## src/shared/smr_consts.svh

```systemverilog
`ifndef SMR_CONSTS_SVH
`define SMR_CONSTS_SVH
// Register byte offsets.
`define SMR_A_MODE    8'h00
`define SMR_A_CMD     8'h04
`define SMR_A_STATE   8'h08
`define SMR_A_PROTO   8'h0C
`define SMR_A_DHAR_HI 8'h10
`define SMR_A_DHAR_LO 8'h14
`define SMR_A_DIPR    8'h18
`define SMR_A_PORT    8'h1C
`define SMR_A_DPORT   8'h20
`define SMR_A_TX_FSR  8'h24
`define SMR_A_TX_WR   8'h28
`define SMR_A_EVENT   8'h2C
`define SMR_A_IDX     8'h30
`define SMR_A_IGMPV   8'h34
// Mode register fields.
`define SMR_MR_MULTI  7
`define SMR_P_CLOSED  4'h0
`define SMR_P_UDP     4'h2
`define SMR_P_RAW_IP_MODE   4'h3
`define SMR_P_RAW_ETHER_MODE  4'h4
// Commands.
`define SMR_CMD_OPEN  8'h01
`define SMR_CMD_CLOSE 8'h10
`define SMR_CMD_SEND  8'h20
// Socket states.
`define SMR_ST_CLOSED 8'h00
`define SMR_ST_UDP    8'h22
`define SMR_ST_RAW_IP_MODE  8'h32
`define SMR_ST_RAW_ETHER_MODE 8'h42
// IP protocol numbers.
`define SMR_PR_ICMP   8'h01
`define SMR_PR_IGMP   8'h02
`define SMR_PR_TCP    8'h06
`define SMR_PR_UDP    8'h11
// Sizes in bytes.
`define SMR_TX_BUF    16'h0800
`define SMR_MIN_FRAME 16'h003C
`define SMR_HDR_RAW_IP_MODE 16'h0006
`define SMR_HDR_UDP   16'h0008
`define SMR_HDR_MAC   16'h0002
// Reset values and event bits.
`define SMR_IGMPV_RST 2'h2
`define SMR_EV_SENDOK 0
`define SMR_EV_TMO    1
// Report period.
`define SMR_REPORT_MS 1000
`define SMR_CLK_MHZ   200
`define SMR_REPORT_CYC (`SMR_REPORT_MS * 1000 * `SMR_CLK_MHZ)
`endif

```

## src/shared/smr_pkg.sv

```systemverilog
package smr_pkg;
    typedef enum logic [1:0] {
        SMR_TX_JOIN   = 2'b00,
        SMR_TX_LEAVE  = 2'b01,
        SMR_TX_REPORT = 2'b10,
        SMR_TX_DATA   = 2'b11
    } smr_tx_kind_t;
    typedef enum logic [1:0] {
        SMR_IDLE  = 2'b00,
        SMR_ISSUE = 2'b01,
        SMR_WAIT  = 2'b10
    } smr_txfsm_t;
    typedef struct packed {
        smr_tx_kind_t kind;
        logic [3:0]   mode;
        logic [1:0]   igmp_ver;
        logic [47:0]  dst_mac;
        logic [31:0]  dst_ip;
        logic [15:0]  src_port;
        logic [15:0]  dst_port;
        logic [7:0]   ip_proto;
        logic [15:0]  start;
        logic [15:0]  len;
        logic [15:0]  pad_len;
    } smr_tx_desc_t;
    typedef struct packed {
        logic [7:0]  proto;
        logic        frag;
        logic [31:0] src_ip;
        logic [15:0] dst_port;
        logic [15:0] len;
    } smr_rx_hdr_t;
    typedef struct packed {
        logic [31:0] src_ip;
        logic [15:0] len;
    } smr_rx_info_t;
endpackage : smr_pkg

```

## src/smr_rx_filter.sv

```systemverilog
`timescale 1ns/100ps
`include "smr_consts.svh"
module smr_rx_filter (
    // Clock and reset.
    input  wire logic                 clk,
    input  wire logic                 rst_n,
    // Socket configuration.
    input  wire logic [7:0]           state,
    input  wire logic [7:0]           ip_proto,
    input  wire logic [15:0]          src_port,
    input  wire logic [15:0]          rx_free,
    // Inbound packet header.
    input  wire smr_pkg::smr_rx_hdr_t hdr,
    input  wire logic                 hdr_valid,
    // Verdicts.
    output logic                      accept,
    output logic                      drop,
    output logic                      to_hw,
    output smr_pkg::smr_rx_info_t     info
);
    logic        match;
    logic [15:0] hsz;
    logic        ok;

    // Pick the match rule and header size for the socket mode.
    always_comb begin
        match = 1'b0;
        hsz   = `SMR_HDR_UDP;
        case (state)
            `SMR_ST_RAW_IP_MODE: begin
                match = hdr.proto == ip_proto;
                hsz   = `SMR_HDR_RAW_IP_MODE;
            end
            `SMR_ST_UDP: begin
                match = hdr.proto == `SMR_PR_UDP && hdr.dst_port == src_port;
                hsz   = `SMR_HDR_UDP;
            end
            `SMR_ST_RAW_ETHER_MODE: begin
                match = 1'b1;
                hsz   = `SMR_HDR_MAC;
            end
            default: match = 1'b0;
        endcase
        ok = match && (state == `SMR_ST_RAW_ETHER_MODE || !hdr.frag)
            && ({1'b0, hdr.len} + {1'b0, hsz}) <= {1'b0, rx_free};
    end

    // Registered verdicts, one cycle after the header.
    always_ff @(posedge clk or negedge rst_n) begin
        if (!rst_n) begin
            accept <= 1'b0;
            drop   <= 1'b0;
            to_hw  <= 1'b0;
        end else begin
            accept <= hdr_valid && ok;
            drop   <= hdr_valid && !ok;
            to_hw  <= hdr_valid && (hdr.proto == `SMR_PR_ICMP
                || hdr.proto == `SMR_PR_IGMP);
        end
    end

    // six-byte header: sender address and length.
    always_ff @(posedge clk or negedge rst_n) begin
        if (!rst_n) begin
            info <= '0;
        end else if (hdr_valid && ok) begin
            info <= {hdr.src_ip, hdr.len};
        end
    end
endmodule : smr_rx_filter

```

## src/smr_socket_top.sv

```systemverilog
// Notes on behaviour
// - Multicast open sends a Join itself.
// - Multicast close sends a Leave itself in version 2 only.
// - Open multicast socket reports periodically when active.
// - Only group protocol versions 1 and 2.
// - Multicast open shows datagram-open state.
// - Multicast send uses configured destination registers.
// - Multicast socket never reports send timeout.
// - Ping and group packets handled in hardware.
// - Raw IP refuses TCP and UDP numbers.
// - Raw IP keeps only configured protocol.
// - Mode 0x03 open gives raw-IP state.
// - Raw IP stores six-byte header then payload.
// - Oversized raw packets dropped, and fragmented raw IP ones.
// - Raw Ethernet only on socket zero.
// - Mode 0x04 open gives raw-Ethernet state.
// - Protocol value 0x02 selects datagram mode.
// - Short raw Ethernet frames padded to 60.
//
// The address map and the plain strobed port were chosen for this implementation.
`timescale 1ns/100ps
`include "smr_consts.svh"
module smr_socket_top #(
    parameter logic [31:0] REPORT_CYCLES = `SMR_REPORT_CYC
) (
    // Clock and reset.
    input  wire logic                  CORE_CLK,
    input  wire logic                  RESETN,
    // Register port.
    input  wire logic [7:0]            REG_ADDR,
    input  wire logic [31:0]           REG_WDATA,
    input  wire logic                  REG_WR,
    input  wire logic                  REG_RD,
    output logic [31:0]                REG_RDATA,
    // Transmit requests to the frame engine.
    output smr_pkg::smr_tx_desc_t      TX_DESC,
    output logic                       TX_VALID,
    input  wire logic                  TX_READY,
    input  wire logic                  TX_DONE,
    input  wire logic                  ARP_TIMEOUT,
    // Receive headers from the frame engine.
    input  wire smr_pkg::smr_rx_hdr_t  RX_HDR,
    input  wire logic                  RX_HDR_VALID,
    input  wire logic [15:0]           RX_FREE,
    output logic                       RX_ACCEPT,
    output logic                       RX_DROP,
    output logic                       RX_TO_HW,
    output smr_pkg::smr_rx_info_t      RX_INFO
);
    logic                 rst_s1_ff, rst_n;
    logic [7:0]           mode_ff, state_ff, proto_ff;
    logic [47:0]          dhar_ff;
    logic [31:0]          dipr_ff, rdata_ff, rpt_cnt_ff;
    logic [15:0]          port_ff, dport_ff, tx_wr_ff, tx_rd_ff;
    logic [1:0]           ev_ff, igmpv_ff;
    logic [2:0]           idx_ff;
    logic                 mcast_ff, join_ff, leave_ff, report_ff;
    logic                 send_ff, traffic_ff;
    smr_pkg::smr_txfsm_t  fsm_ff;
    smr_pkg::smr_tx_desc_t desc_ff;
    logic                 cmd_wr, do_open, do_close, do_send;
    logic                 period_end, data_end, tmo_hit;
    logic [3:0]           psel;
    logic [15:0]          pend_len;

    // Reset release through two flip-flops.
    always_ff @(posedge CORE_CLK or negedge RESETN) begin
        if (!RESETN) begin
            rst_s1_ff <= 1'b0;
            rst_n     <= 1'b0;
        end else begin
            rst_s1_ff <= 1'b1;
            rst_n     <= rst_s1_ff;
        end
    end

    // Command decode.
    assign cmd_wr   = REG_WR && REG_ADDR == `SMR_A_CMD;
    assign do_open  = cmd_wr && REG_WDATA[7:0] == `SMR_CMD_OPEN
        && state_ff == `SMR_ST_CLOSED;
    assign do_close = cmd_wr && REG_WDATA[7:0] == `SMR_CMD_CLOSE;
    assign do_send  = cmd_wr && REG_WDATA[7:0] == `SMR_CMD_SEND
        && state_ff != `SMR_ST_CLOSED && !send_ff;
    assign psel     = mode_ff[3:0];
    assign pend_len = tx_wr_ff - tx_rd_ff;
    assign data_end = fsm_ff == smr_pkg::SMR_WAIT
        && desc_ff.kind == smr_pkg::SMR_TX_DATA && (TX_DONE || tmo_hit);
    // no address lookup for group or raw Ethernet frames.
    assign tmo_hit  = ARP_TIMEOUT && !mcast_ff
        && state_ff != `SMR_ST_RAW_ETHER_MODE;
    assign period_end = rpt_cnt_ff == REPORT_CYCLES - 32'h1;

    // Pads short raw Ethernet frames to the minimum length.
    function automatic logic [15:0] pad_len(input logic [3:0] p,
                                             input logic [15:0] n);
        pad_len = (p == `SMR_P_RAW_ETHER_MODE && n < `SMR_MIN_FRAME)
            ? `SMR_MIN_FRAME : n;
    endfunction : pad_len

    // Builds a transmit descriptor from the socket registers.
    function automatic smr_pkg::smr_tx_desc_t mk_desc(
        input smr_pkg::smr_tx_kind_t k, input logic [15:0] n);
        mk_desc.kind     = k;
        mk_desc.mode     = mode_ff[3:0];
        mk_desc.igmp_ver = igmpv_ff;
        mk_desc.dst_mac  = dhar_ff;
        mk_desc.dst_ip   = dipr_ff;
        mk_desc.src_port = port_ff;
        mk_desc.dst_port = dport_ff;
        mk_desc.ip_proto = proto_ff;
        mk_desc.start    = tx_rd_ff;
        mk_desc.len      = n;
        mk_desc.pad_len  = pad_len(mode_ff[3:0], n);
    endfunction : mk_desc

    // Configuration registers written by software.
    always_ff @(posedge CORE_CLK or negedge rst_n) begin
        if (!rst_n) begin
            mode_ff  <= 8'h00;
            proto_ff <= 8'h00;
            dhar_ff  <= 48'h0;
            dipr_ff  <= 32'h0;
            port_ff  <= 16'h0;
            dport_ff <= 16'h0;
            tx_wr_ff <= 16'h0;
            idx_ff   <= 3'h0;
            igmpv_ff <= `SMR_IGMPV_RST;
        end else if (REG_WR) begin
            case (REG_ADDR)
                `SMR_A_MODE:    mode_ff <= REG_WDATA[7:0];
                `SMR_A_PROTO:   proto_ff <= REG_WDATA[7:0];
                `SMR_A_DHAR_HI: dhar_ff[47:32] <= REG_WDATA[15:0];
                `SMR_A_DHAR_LO: dhar_ff[31:0] <= REG_WDATA;
                `SMR_A_DIPR:    dipr_ff <= REG_WDATA;
                `SMR_A_PORT:    port_ff <= REG_WDATA[15:0];
                `SMR_A_DPORT:   dport_ff <= REG_WDATA[15:0];
                `SMR_A_TX_WR:   tx_wr_ff <= REG_WDATA[15:0];
                `SMR_A_IDX:     idx_ff <= REG_WDATA[2:0];
                `SMR_A_IGMPV: begin
                    // only versions 1 and 2 kept.
                    if (REG_WDATA[1:0] == 2'h1 || REG_WDATA[1:0] == 2'h2)
                        igmpv_ff <= REG_WDATA[1:0];
                end
                default: ;
            endcase
        end
    end

    // Socket state on open and close.
    always_ff @(posedge CORE_CLK or negedge rst_n) begin
        if (!rst_n) begin
            state_ff <= `SMR_ST_CLOSED;
            mcast_ff <= 1'b0;
        end else if (do_close) begin
            state_ff <= `SMR_ST_CLOSED;
            mcast_ff <= 1'b0;
        end else if (do_open) begin
            case (psel)
                `SMR_P_UDP: begin
                    state_ff <= `SMR_ST_UDP;
                    mcast_ff <= mode_ff[`SMR_MR_MULTI];
                end
                `SMR_P_RAW_IP_MODE: begin
                    if (proto_ff != `SMR_PR_TCP && proto_ff != `SMR_PR_UDP)
                        state_ff <= `SMR_ST_RAW_IP_MODE;
                end
                `SMR_P_RAW_ETHER_MODE: begin
                    if (idx_ff == 3'h0)
                        state_ff <= `SMR_ST_RAW_ETHER_MODE;
                end
                default: state_ff <= `SMR_ST_CLOSED;
            endcase
        end
    end

    // Group membership messages owed to the network.
    always_ff @(posedge CORE_CLK or negedge rst_n) begin
        if (!rst_n) begin
            join_ff   <= 1'b0;
            leave_ff  <= 1'b0;
            report_ff <= 1'b0;
        end else begin
            if (do_open && psel == `SMR_P_UDP && mode_ff[`SMR_MR_MULTI])
                join_ff <= 1'b1;
            else if (do_close || (fsm_ff == smr_pkg::SMR_IDLE && !leave_ff))
                join_ff <= 1'b0;
            // leave on multicast close, version 2 only.
            if (do_close && mcast_ff && igmpv_ff == 2'h2)
                leave_ff <= 1'b1;
            else if (fsm_ff == smr_pkg::SMR_IDLE)
                leave_ff <= 1'b0;
            if (period_end && traffic_ff && mcast_ff && !do_close)
                report_ff <= 1'b1;
            else if (do_close || (fsm_ff == smr_pkg::SMR_IDLE
                    && !leave_ff && !join_ff))
                report_ff <= 1'b0;
        end
    end

    // Report period counter and activity tracking.
    always_ff @(posedge CORE_CLK or negedge rst_n) begin
        if (!rst_n) begin
            rpt_cnt_ff <= 32'h0;
            traffic_ff <= 1'b0;
        end else if (!mcast_ff) begin
            rpt_cnt_ff <= 32'h0;
            traffic_ff <= 1'b0;
        end else begin
            rpt_cnt_ff <= period_end ? 32'h0 : rpt_cnt_ff + 32'h1;
            traffic_ff <= (traffic_ff && !period_end)
                || (data_end && TX_DONE) || RX_ACCEPT;
        end
    end

    // Transmit sequencer: leave, join, report, then data.
    always_ff @(posedge CORE_CLK or negedge rst_n) begin
        if (!rst_n) begin
            fsm_ff  <= smr_pkg::SMR_IDLE;
            desc_ff <= '0;
        end else begin
            case (fsm_ff)
                smr_pkg::SMR_IDLE: begin
                    if (leave_ff || join_ff || report_ff || send_ff)
                        fsm_ff <= smr_pkg::SMR_ISSUE;
                    if (leave_ff)
                        desc_ff <= mk_desc(smr_pkg::SMR_TX_LEAVE, 16'h0);
                    else if (join_ff)
                        desc_ff <= mk_desc(smr_pkg::SMR_TX_JOIN, 16'h0);
                    else if (report_ff)
                        desc_ff <= mk_desc(smr_pkg::SMR_TX_REPORT, 16'h0);
                    else if (send_ff)
                        desc_ff <= mk_desc(smr_pkg::SMR_TX_DATA, pend_len);
                end
                smr_pkg::SMR_ISSUE: begin
                    if (TX_READY)
                        fsm_ff <= smr_pkg::SMR_WAIT;
                end
                smr_pkg::SMR_WAIT: begin
                    if (TX_DONE || data_end)
                        fsm_ff <= smr_pkg::SMR_IDLE;
                end
                default: fsm_ff <= smr_pkg::SMR_IDLE;
            endcase
        end
    end

    // Send request and read pointer.
    always_ff @(posedge CORE_CLK or negedge rst_n) begin
        if (!rst_n) begin
            send_ff  <= 1'b0;
            tx_rd_ff <= 16'h0;
        end else begin
            if (do_send)
                send_ff <= 1'b1;
            else if (data_end || do_close)
                send_ff <= 1'b0;
            if (data_end)
                tx_rd_ff <= desc_ff.start + desc_ff.len;
        end
    end

    // Send events: write one to clear, a new event wins.
    always_ff @(posedge CORE_CLK or negedge rst_n) begin
        if (!rst_n) begin
            ev_ff <= 2'h0;
        end else begin
            ev_ff[`SMR_EV_SENDOK] <= (data_end && TX_DONE)
                || (ev_ff[`SMR_EV_SENDOK] && !(REG_WR
                && REG_ADDR == `SMR_A_EVENT && REG_WDATA[`SMR_EV_SENDOK]));
            // timeout only where an address lookup runs.
            ev_ff[`SMR_EV_TMO] <= (data_end && !TX_DONE)
                || (ev_ff[`SMR_EV_TMO] && !(REG_WR
                && REG_ADDR == `SMR_A_EVENT && REG_WDATA[`SMR_EV_TMO]));
        end
    end

    // Read data, valid in the cycle after the strobe only.
    always_ff @(posedge CORE_CLK or negedge rst_n) begin
        if (!rst_n) begin
            rdata_ff <= 32'h0;
        end else if (!REG_RD) begin
            rdata_ff <= 32'h0;
        end else begin
            case (REG_ADDR)
                `SMR_A_MODE:    rdata_ff <= {24'h0, mode_ff};
                `SMR_A_CMD:     rdata_ff <= {24'h0, send_ff
                                    ? `SMR_CMD_SEND : 8'h00};
                `SMR_A_STATE:   rdata_ff <= {24'h0, state_ff};
                `SMR_A_PROTO:   rdata_ff <= {24'h0, proto_ff};
                `SMR_A_DHAR_HI: rdata_ff <= {16'h0, dhar_ff[47:32]};
                `SMR_A_DHAR_LO: rdata_ff <= dhar_ff[31:0];
                `SMR_A_DIPR:    rdata_ff <= dipr_ff;
                `SMR_A_PORT:    rdata_ff <= {16'h0, port_ff};
                `SMR_A_DPORT:   rdata_ff <= {16'h0, dport_ff};
                `SMR_A_TX_FSR:  rdata_ff <= {16'h0, `SMR_TX_BUF - pend_len};
                `SMR_A_TX_WR:   rdata_ff <= {16'h0, tx_wr_ff};
                `SMR_A_EVENT:   rdata_ff <= {30'h0, ev_ff};
                `SMR_A_IDX:     rdata_ff <= {29'h0, idx_ff};
                `SMR_A_IGMPV:   rdata_ff <= {30'h0, igmpv_ff};
                default:        rdata_ff <= 32'h0;
            endcase
        end
    end

    assign REG_RDATA = rdata_ff;
    assign TX_DESC   = desc_ff;
    assign TX_VALID  = fsm_ff == smr_pkg::SMR_ISSUE;

    // Receive classification.
    smr_rx_filter u_filter (
        .clk       (CORE_CLK),
        .rst_n     (rst_n),
        .state     (state_ff),
        .ip_proto  (proto_ff),
        .src_port  (port_ff),
        .rx_free   (RX_FREE),
        .hdr       (RX_HDR),
        .hdr_valid (RX_HDR_VALID),
        .accept    (RX_ACCEPT),
        .drop      (RX_DROP),
        .to_hw     (RX_TO_HW),
        .info      (RX_INFO)
    );
endmodule : smr_socket_top

```

## config.mk

```make
export PLATFORM = sky130hd
export DESIGN_NAME = smr_socket_top
export DESIGN_NICKNAME = d
export VERILOG_FILES = /design/src/shared/smr_pkg.sv /design/src/smr_rx_filter.sv /design/src/smr_socket_top.sv
export VERILOG_INCLUDE_DIRS = /design/src /design/src/shared
export SDC_FILE = /design/constraint.sdc
export NUM_CORES = 1
export LEC_CHECK = 0
export BUFFER_PORTS_ARGS = -buffer_cell sky130_fd_sc_hd__buf_4
export CORE_ASPECT_RATIO = 1.25
export CORE_MARGIN = 5
export CORE_UTILIZATION = 56
export CTS_CLUSTER_DIAMETER = 120
export DETAILED_ROUTE_END_ITERATION = 12
export GPL_ROUTABILITY_DRIVEN = 1
export PLACE_DENSITY = 0.8
export SLEW_MARGIN = 20
export SYNTH_ARGS = -nofsm -noshare
export SYNTH_HDL_FRONTEND = slang
export SYNTH_SLANG_ARGS = --single-unit
```

## constraint.sdc

```tcl
create_clock -name CORE_CLK -period 20.1 [get_ports CORE_CLK]
set_input_delay 1.005 -clock CORE_CLK [delete_from_list [all_inputs] [get_ports CORE_CLK]]
set_output_delay 1.005 -clock CORE_CLK [all_outputs]
set_load 0.05 [all_outputs]
```

-- After elaboration in Yosys (flattened, before gate mapping)
Cells that the tools add are included.
- add/subtract/negate cells: 5
- magnitude comparators: 2
- equality and inequality tests: 42
- muxes and demuxes: 34
- reduce and logical (&&, ||, !) cells: 88
- operator list (operator ; count):
    two-way mux 176 bit ; 4
    case mux 32 bit (14 select lines) ; 1
    two-way mux 32 bit ; 3
    equality test 8 x 6 -> 1 bit (second input constant) ; 9
    equality test 8 x 5 -> 1 bit (second input constant) ; 6
    logical AND 1 bit ; 36
    adder 32 x 1 -> 32 bit (second input constant) ; 1
    equality test 32 x 28 -> 1 bit (second input constant) ; 1
    two-way mux 8 bit ; 4
    case mux 8 bit (3 select lines) ; 1
    AND reduction 2 bit ; 11
    adder 16 x 4 -> 17 bit ; 1
    less-or-equal comparator 17 x 16 -> 1 bit ; 1
    adder 16 bit ; 1
    equality test 16 bit ; 1
    equality test 8 x 1 -> 1 bit (second input constant) ; 2
    equality test 8 x 4 -> 1 bit (second input constant) ; 2
    zero test 8 bit ; 2
    < comparator 16 x 6 -> 1 bit (second input constant) ; 1
    two-way mux 16 bit ; 1
    subtractor 12 x 16 -> 16 bit (first input constant) ; 1
    subtractor 16 bit ; 1
    logical OR 1 bit ; 15
    two-way mux 1 bit ; 12
    other kinds (25) ; 53
- flip-flop bits (word level): 476
- input bits: 137
- output and inout port bits: 260
- word-level logic and storage cells: 211

-- Longest topological paths before layout
- depth after elaboration: 9
- gate-level depth with buffers: 22
- mapped depth without buffers: 20

-- Modules after synthesis
From an unflattened synthesis, not the netlist that was laid out.
- cell total of the unflattened synthesis: 1777
- area, all modules: 21568.2 um^2
- by module, submodules not included (module ; times used ; cells each ; area an instance (um^2) ; sequential area each (um^2)):
    smr_socket_top ; 1 ; 1518 ; 18581.6 ; 10536.4
    smr_rx_filter ; 1 ; 259 ; 2986.6 ; 1276.2

-- Worst setup path before layout
OpenSTA, ideal clock, no wires.
- path type: input-to-reg
- from: in RX_HDR[2] in the netlist's numbering
- to: reg u_filter.info[27] in the netlist's numbering
- library setup time: 0.125 ns
- arrival: 3.709 ns
- data required time: 19.975 ns
- path slack: 16.266 ns
- cell stages on the path: 16
- buffers on the path: 2
- cells stage by stage: ha_1 a21o_1 a21oi_1 nor2_1 xor2_1 ha_1 a21o_1 a21o_1 a21oi_1 o21a_1 o211ai_1 nand2_1 nand4_1 buf_2 buf_4 mux2_2
- longest elaborated chain between the ends: 4
- ends and longest elaborated chain (what ; line ; text):
    start: declaration ; smr_socket_top.sv:42 ; input wire smr_pkg::smr_rx_hdr_t RX_HDR,
    adder 16 x 4 -> 17 bit ; smr_rx_filter.sv:45 ; && ({1'b0, hdr.len} + {1'b0, hsz}) <= {1'b0, rx_free};
    less-or-equal comparator 17 x 16 -> 1 bit ; smr_rx_filter.sv:45 ;
    logical AND 1 bit ; smr_rx_filter.sv:44 ; ok = match && (state == `SMR_ST_RAW_ETHER_MODE || !hdr.frag)
    logical AND 1 bit ; smr_rx_filter.sv:66 ; end else if (hdr_valid && ok) begin
    end signal: assignment ; smr_rx_filter.sv:67 ; info <= {hdr.src_ip, hdr.len};
    end: declaration ; smr_rx_filter.sv:19 ; output smr_pkg::smr_rx_info_t info
Every way passes these cells.
A chain may end at the register's enable or synchronous reset.

-- Final worst setup path
- from: reg state_ff[1]
- to: reg u_filter.info[36] in the netlist's numbering
- longest elaborated chain between the ends: 6
- elaborated cells on any way between the ends: 11
- classes of those cells: 1 x add/sub; 1 x order compare; 3 x eq/ne; 2 x mux; 4 x reduce/logical
- ends and longest elaborated chain (what ; line ; text):
    start: declaration ; smr_socket_top.sv:51 ; logic [7:0] mode_ff, state_ff, proto_ff;
    start signal: assignment ; smr_socket_top.sv:152 ; state_ff <= `SMR_ST_CLOSED;
    start signal: assignment ; smr_socket_top.sv:155 ; state_ff <= `SMR_ST_CLOSED;
    start signal: assignment ; smr_socket_top.sv:160 ; state_ff <= `SMR_ST_UDP;
    equality test 8 x 7 -> 1 bit / equality test 8 x 6 -> 1 bit (equally long branches) ; smr_rx_filter.sv:29 ; case (state)
    case mux 4 bit (2 select lines) ; smr_rx_filter.sv:29 ;
    adder 16 x 4 -> 17 bit ; smr_rx_filter.sv:45 ;
    less-or-equal comparator 17 x 16 -> 1 bit ; smr_rx_filter.sv:45 ;
    logical AND 1 bit * ; smr_rx_filter.sv:44 ;
    logical AND 1 bit * ; smr_rx_filter.sv:66 ;
Mark *: on every way between the ends. The rest lies on a longest branch, timed or not.

==> run metrics <==
status completed; CTS H-tree lvls 2; Post-synth EDFFs 0; CP Data Required Time 20.55 ns; CTS-repair resized insts 0; Clock Skew 0.0251 ns; non-filler cells, final between 2000 and 3000; Largest delay share family, worst path simple AND/OR/NAND/NOR gates; total core area about 38000 um^2; RR Startpoint state_ff[1]$_DFFE_PN0P_; area added between synthesis and finish 23.5%; register area share after synthesis 0.547; Crit. End Element flip-flop; Post-synth ARST share 1.00; Inst Count DP 2893; arrival time worst endpoint between 4 and 5 ns; fraction of layout cells with a size suffix above 1 0.281; Tot GR Track Use 0.313; total die area 42600 um^2; DR vias/cell 5.88; Total Neg Setup Slack 0 ns; worst skew pair latency 0.58 ns; Critical Path Max Stage Delay 0.51 ns; R2R depth 20; Initial Util 0.567; Syn Nets 2264; num rows 80; Fmax 238 MHz; RSZ-0062 raised after global routing no; count leader, synth nand2_1; # setup viols final 0; clk root buf clkbuf_16; synthesized cell area between 20000 and 25000 um^2; Max Cap Viol 0; I/O pin count a little under 400; vias in the first global route about 18000; first-pass GRT wire length 104000 um; global route overflow 0; minimum clock period 4.20 ns; power per cell area between 100 and 150 nW/um^2; initial antenna violation count 0; Final period util 0.209; Worst-path clk slew around 0.06 ns; Hold Crit Class in -> async; cell count after synthesis slightly above 2000; relative slew slack 0.196; Final ANT Viol Nets 0; Vias 17532; clk sink count 472; Buf/Inv on CP 3; Die Ht 230 um; kind of critical path reg -> reg; worst setup path start state_ff[1]$_DFFE_PN0P_; routability cong. 0.975; Port Buffers ~400; hold buffers post-CTS 0; # nets final 2643; main area contributors after synthesis dfrtp_1, mux2_2, nand2_1; die width 186 um; WL/cell 22.7 um; CTS tree yes; Worst path slowest cell buf_4; Avg Cell Area, Syn 10.4 um^2; Unique masters post-synth 79; Max clock buf depth 3; list of most frequent post-synthesis cells nand2_1, dfrtp_1, mux2_2; Fin. Hold Viols 0; Slew @ Worst Pin 1.19 ns; post-synth top area share 0.545; pins over their slew limit 0; most common flop cell mapped by yosys dfrtp_1; first-pass iteration count of the detailed router 6; Inserted Diodes 0; Max VDD drop 0.000119 V; DRC 0; CP cell instances nand2_1 -> nor2_1 -> nand2_1 -> nand2_1 -> ha_1 -> inv_1 -> fa_1 -> inv_1 -> a21o_1 -> nand3_1 -> nor2_1 -> xor2_1 -> ha_1 -> nand3_1 -> nor4_1 -> a22oi_1 -> nand2_1 -> nand4_1 -> buf_4 -> mux2_2; Leakage roughly 14 nW; register bit total from synthesis 472; Synth area leader dfrtp_1; post-DP HPWL 49100 um; Crit. path cell count 20; drt initial violations 1571; Post-CTS Setup Inserts 0; largest net degree at the start of global routing 179; Yosys Warn Count 0; startpoint class of the critical path flip-flop; crit-path max FO 49; crit-path most repeated cell nand2_1; CTS Buf Count 46; reg2reg setup slack 15.90 ns; DRT Wirelength 67600 um
[area by class of cell]
class,count,area (um^2)
clock inverter,19,225
clock buffer,67,1380
multi-input combinational,1454,9270
fill,2840,11400
sequential,472,11800
timing repair buffer,416,3170
inverter,60,225
tap,492,616
[metal layers]
layer	GRT usage	routed length (um)	up-vias	part of all wire
met5	0	0	-	0
met4	0.119	2990	0	0.044
met3	0.0701	5530	159	0.082
met2	0.512	33000	754	0.49
met1	0.409	26000	8729	0.39
li1	-	-	7890	-
[state kept, by name (all words and copies together), names as in the netlist, 2 cells and up]
register,count
REG_RDATA,32
TX_DESC,176
dhar_ff,48
dipr_ff,32
dport_ff,16
ev_ff,2
fsm_ff,2
idx_ff,3
igmpv_ff,2
mode_ff,8
port_ff,16
proto_ff,8
rpt_cnt_ff,32
state_ff,4
tx_rd_ff,16
tx_wr_ff,16
u_filter.info,48
[report_power, final]
| group | internal, W | switching (W) |
|---|---|---|
| sequential | 0.00108 | 0.000107 |
| combinational | 0.000399 | 0.000982 |
| clock | 0.000520 | 0.000382 |
[final timing paths]
path	to
worst max-delay path	u_filter.info[36]$_DFFE_PN0P_
worst min-delay path	rst_n$_DFF_PN0_
worst max register to register	u_filter.info[36]$_DFFE_PN0P_
worst min register to register	proto_ff[2]$_DFFE_PN0P_
max in group asynchronous	dhar_ff[14]$_DFFE_PN0P_
min in group CORE_CLK	rst_n$_DFF_PN0_
[through the flow]
step | instance area [um^2] | utilization | hold slack, ns | total power, W | worst slack [ns]
floorplan | 21600 | - | 0.331 | 0.00213 | 5.97
finish | 26700 | 0.700 | 0.220 | 0.00348 | 15.90
global route | 26700 | 0.700 | 0.197 | 0.00364 | 15.53
CTS | 26700 | 0.699 | 0.197 | 0.00348 | 15.89
global placement | 25100 | 0.657 | 0.334 | 0.00254 | 15.77
detailed placement | 25100 | 0.657 | 0.338 | 0.00258 | 15.75
[layout by cell type (no fill, tap or decap), drive strengths merged, types with 18 or more instances in the layout]
master | synthesis | routed
inv | 58 | 58
nand2 | 520 | 520
mux2 | 180 | 180
a21oi | 39 | 39
ha | 53 | 53
nor2 | 108 | 108
o21ai | 81 | 81
xnor2 | 56 | 56
a22oi | 42 | 42
nand3 | 50 | 50
a221oi | 22 | 22
a21o | 25 | 25
dfrtp | 471 | 471
xor2 | 40 | 40
a22o | 18 | 18
nand4 | 21 | 21
and3 | 20 | 20
clkbuf | 71 | 67
buf | 14 | 416
[kinds of logic (layout without fill, tap and decap cells)]
group | Yosys count | after routing | share of synthesized area
fa+ha+maj | 56 | 56 | 0.0335
simple gates | 807 | 807 | 0.161
mux | 183 | 183 | 0.0952
other cells | 1 | 1 | 0.000174
buf+inv | 145 | 562 | 0.0258
compound gates | 311 | 311 | 0.0991
flops | 472 | 472 | 0.547
xor+xnor | 96 | 96 | 0.0389
No activity file was read; power rests on OpenSTA's default activity.
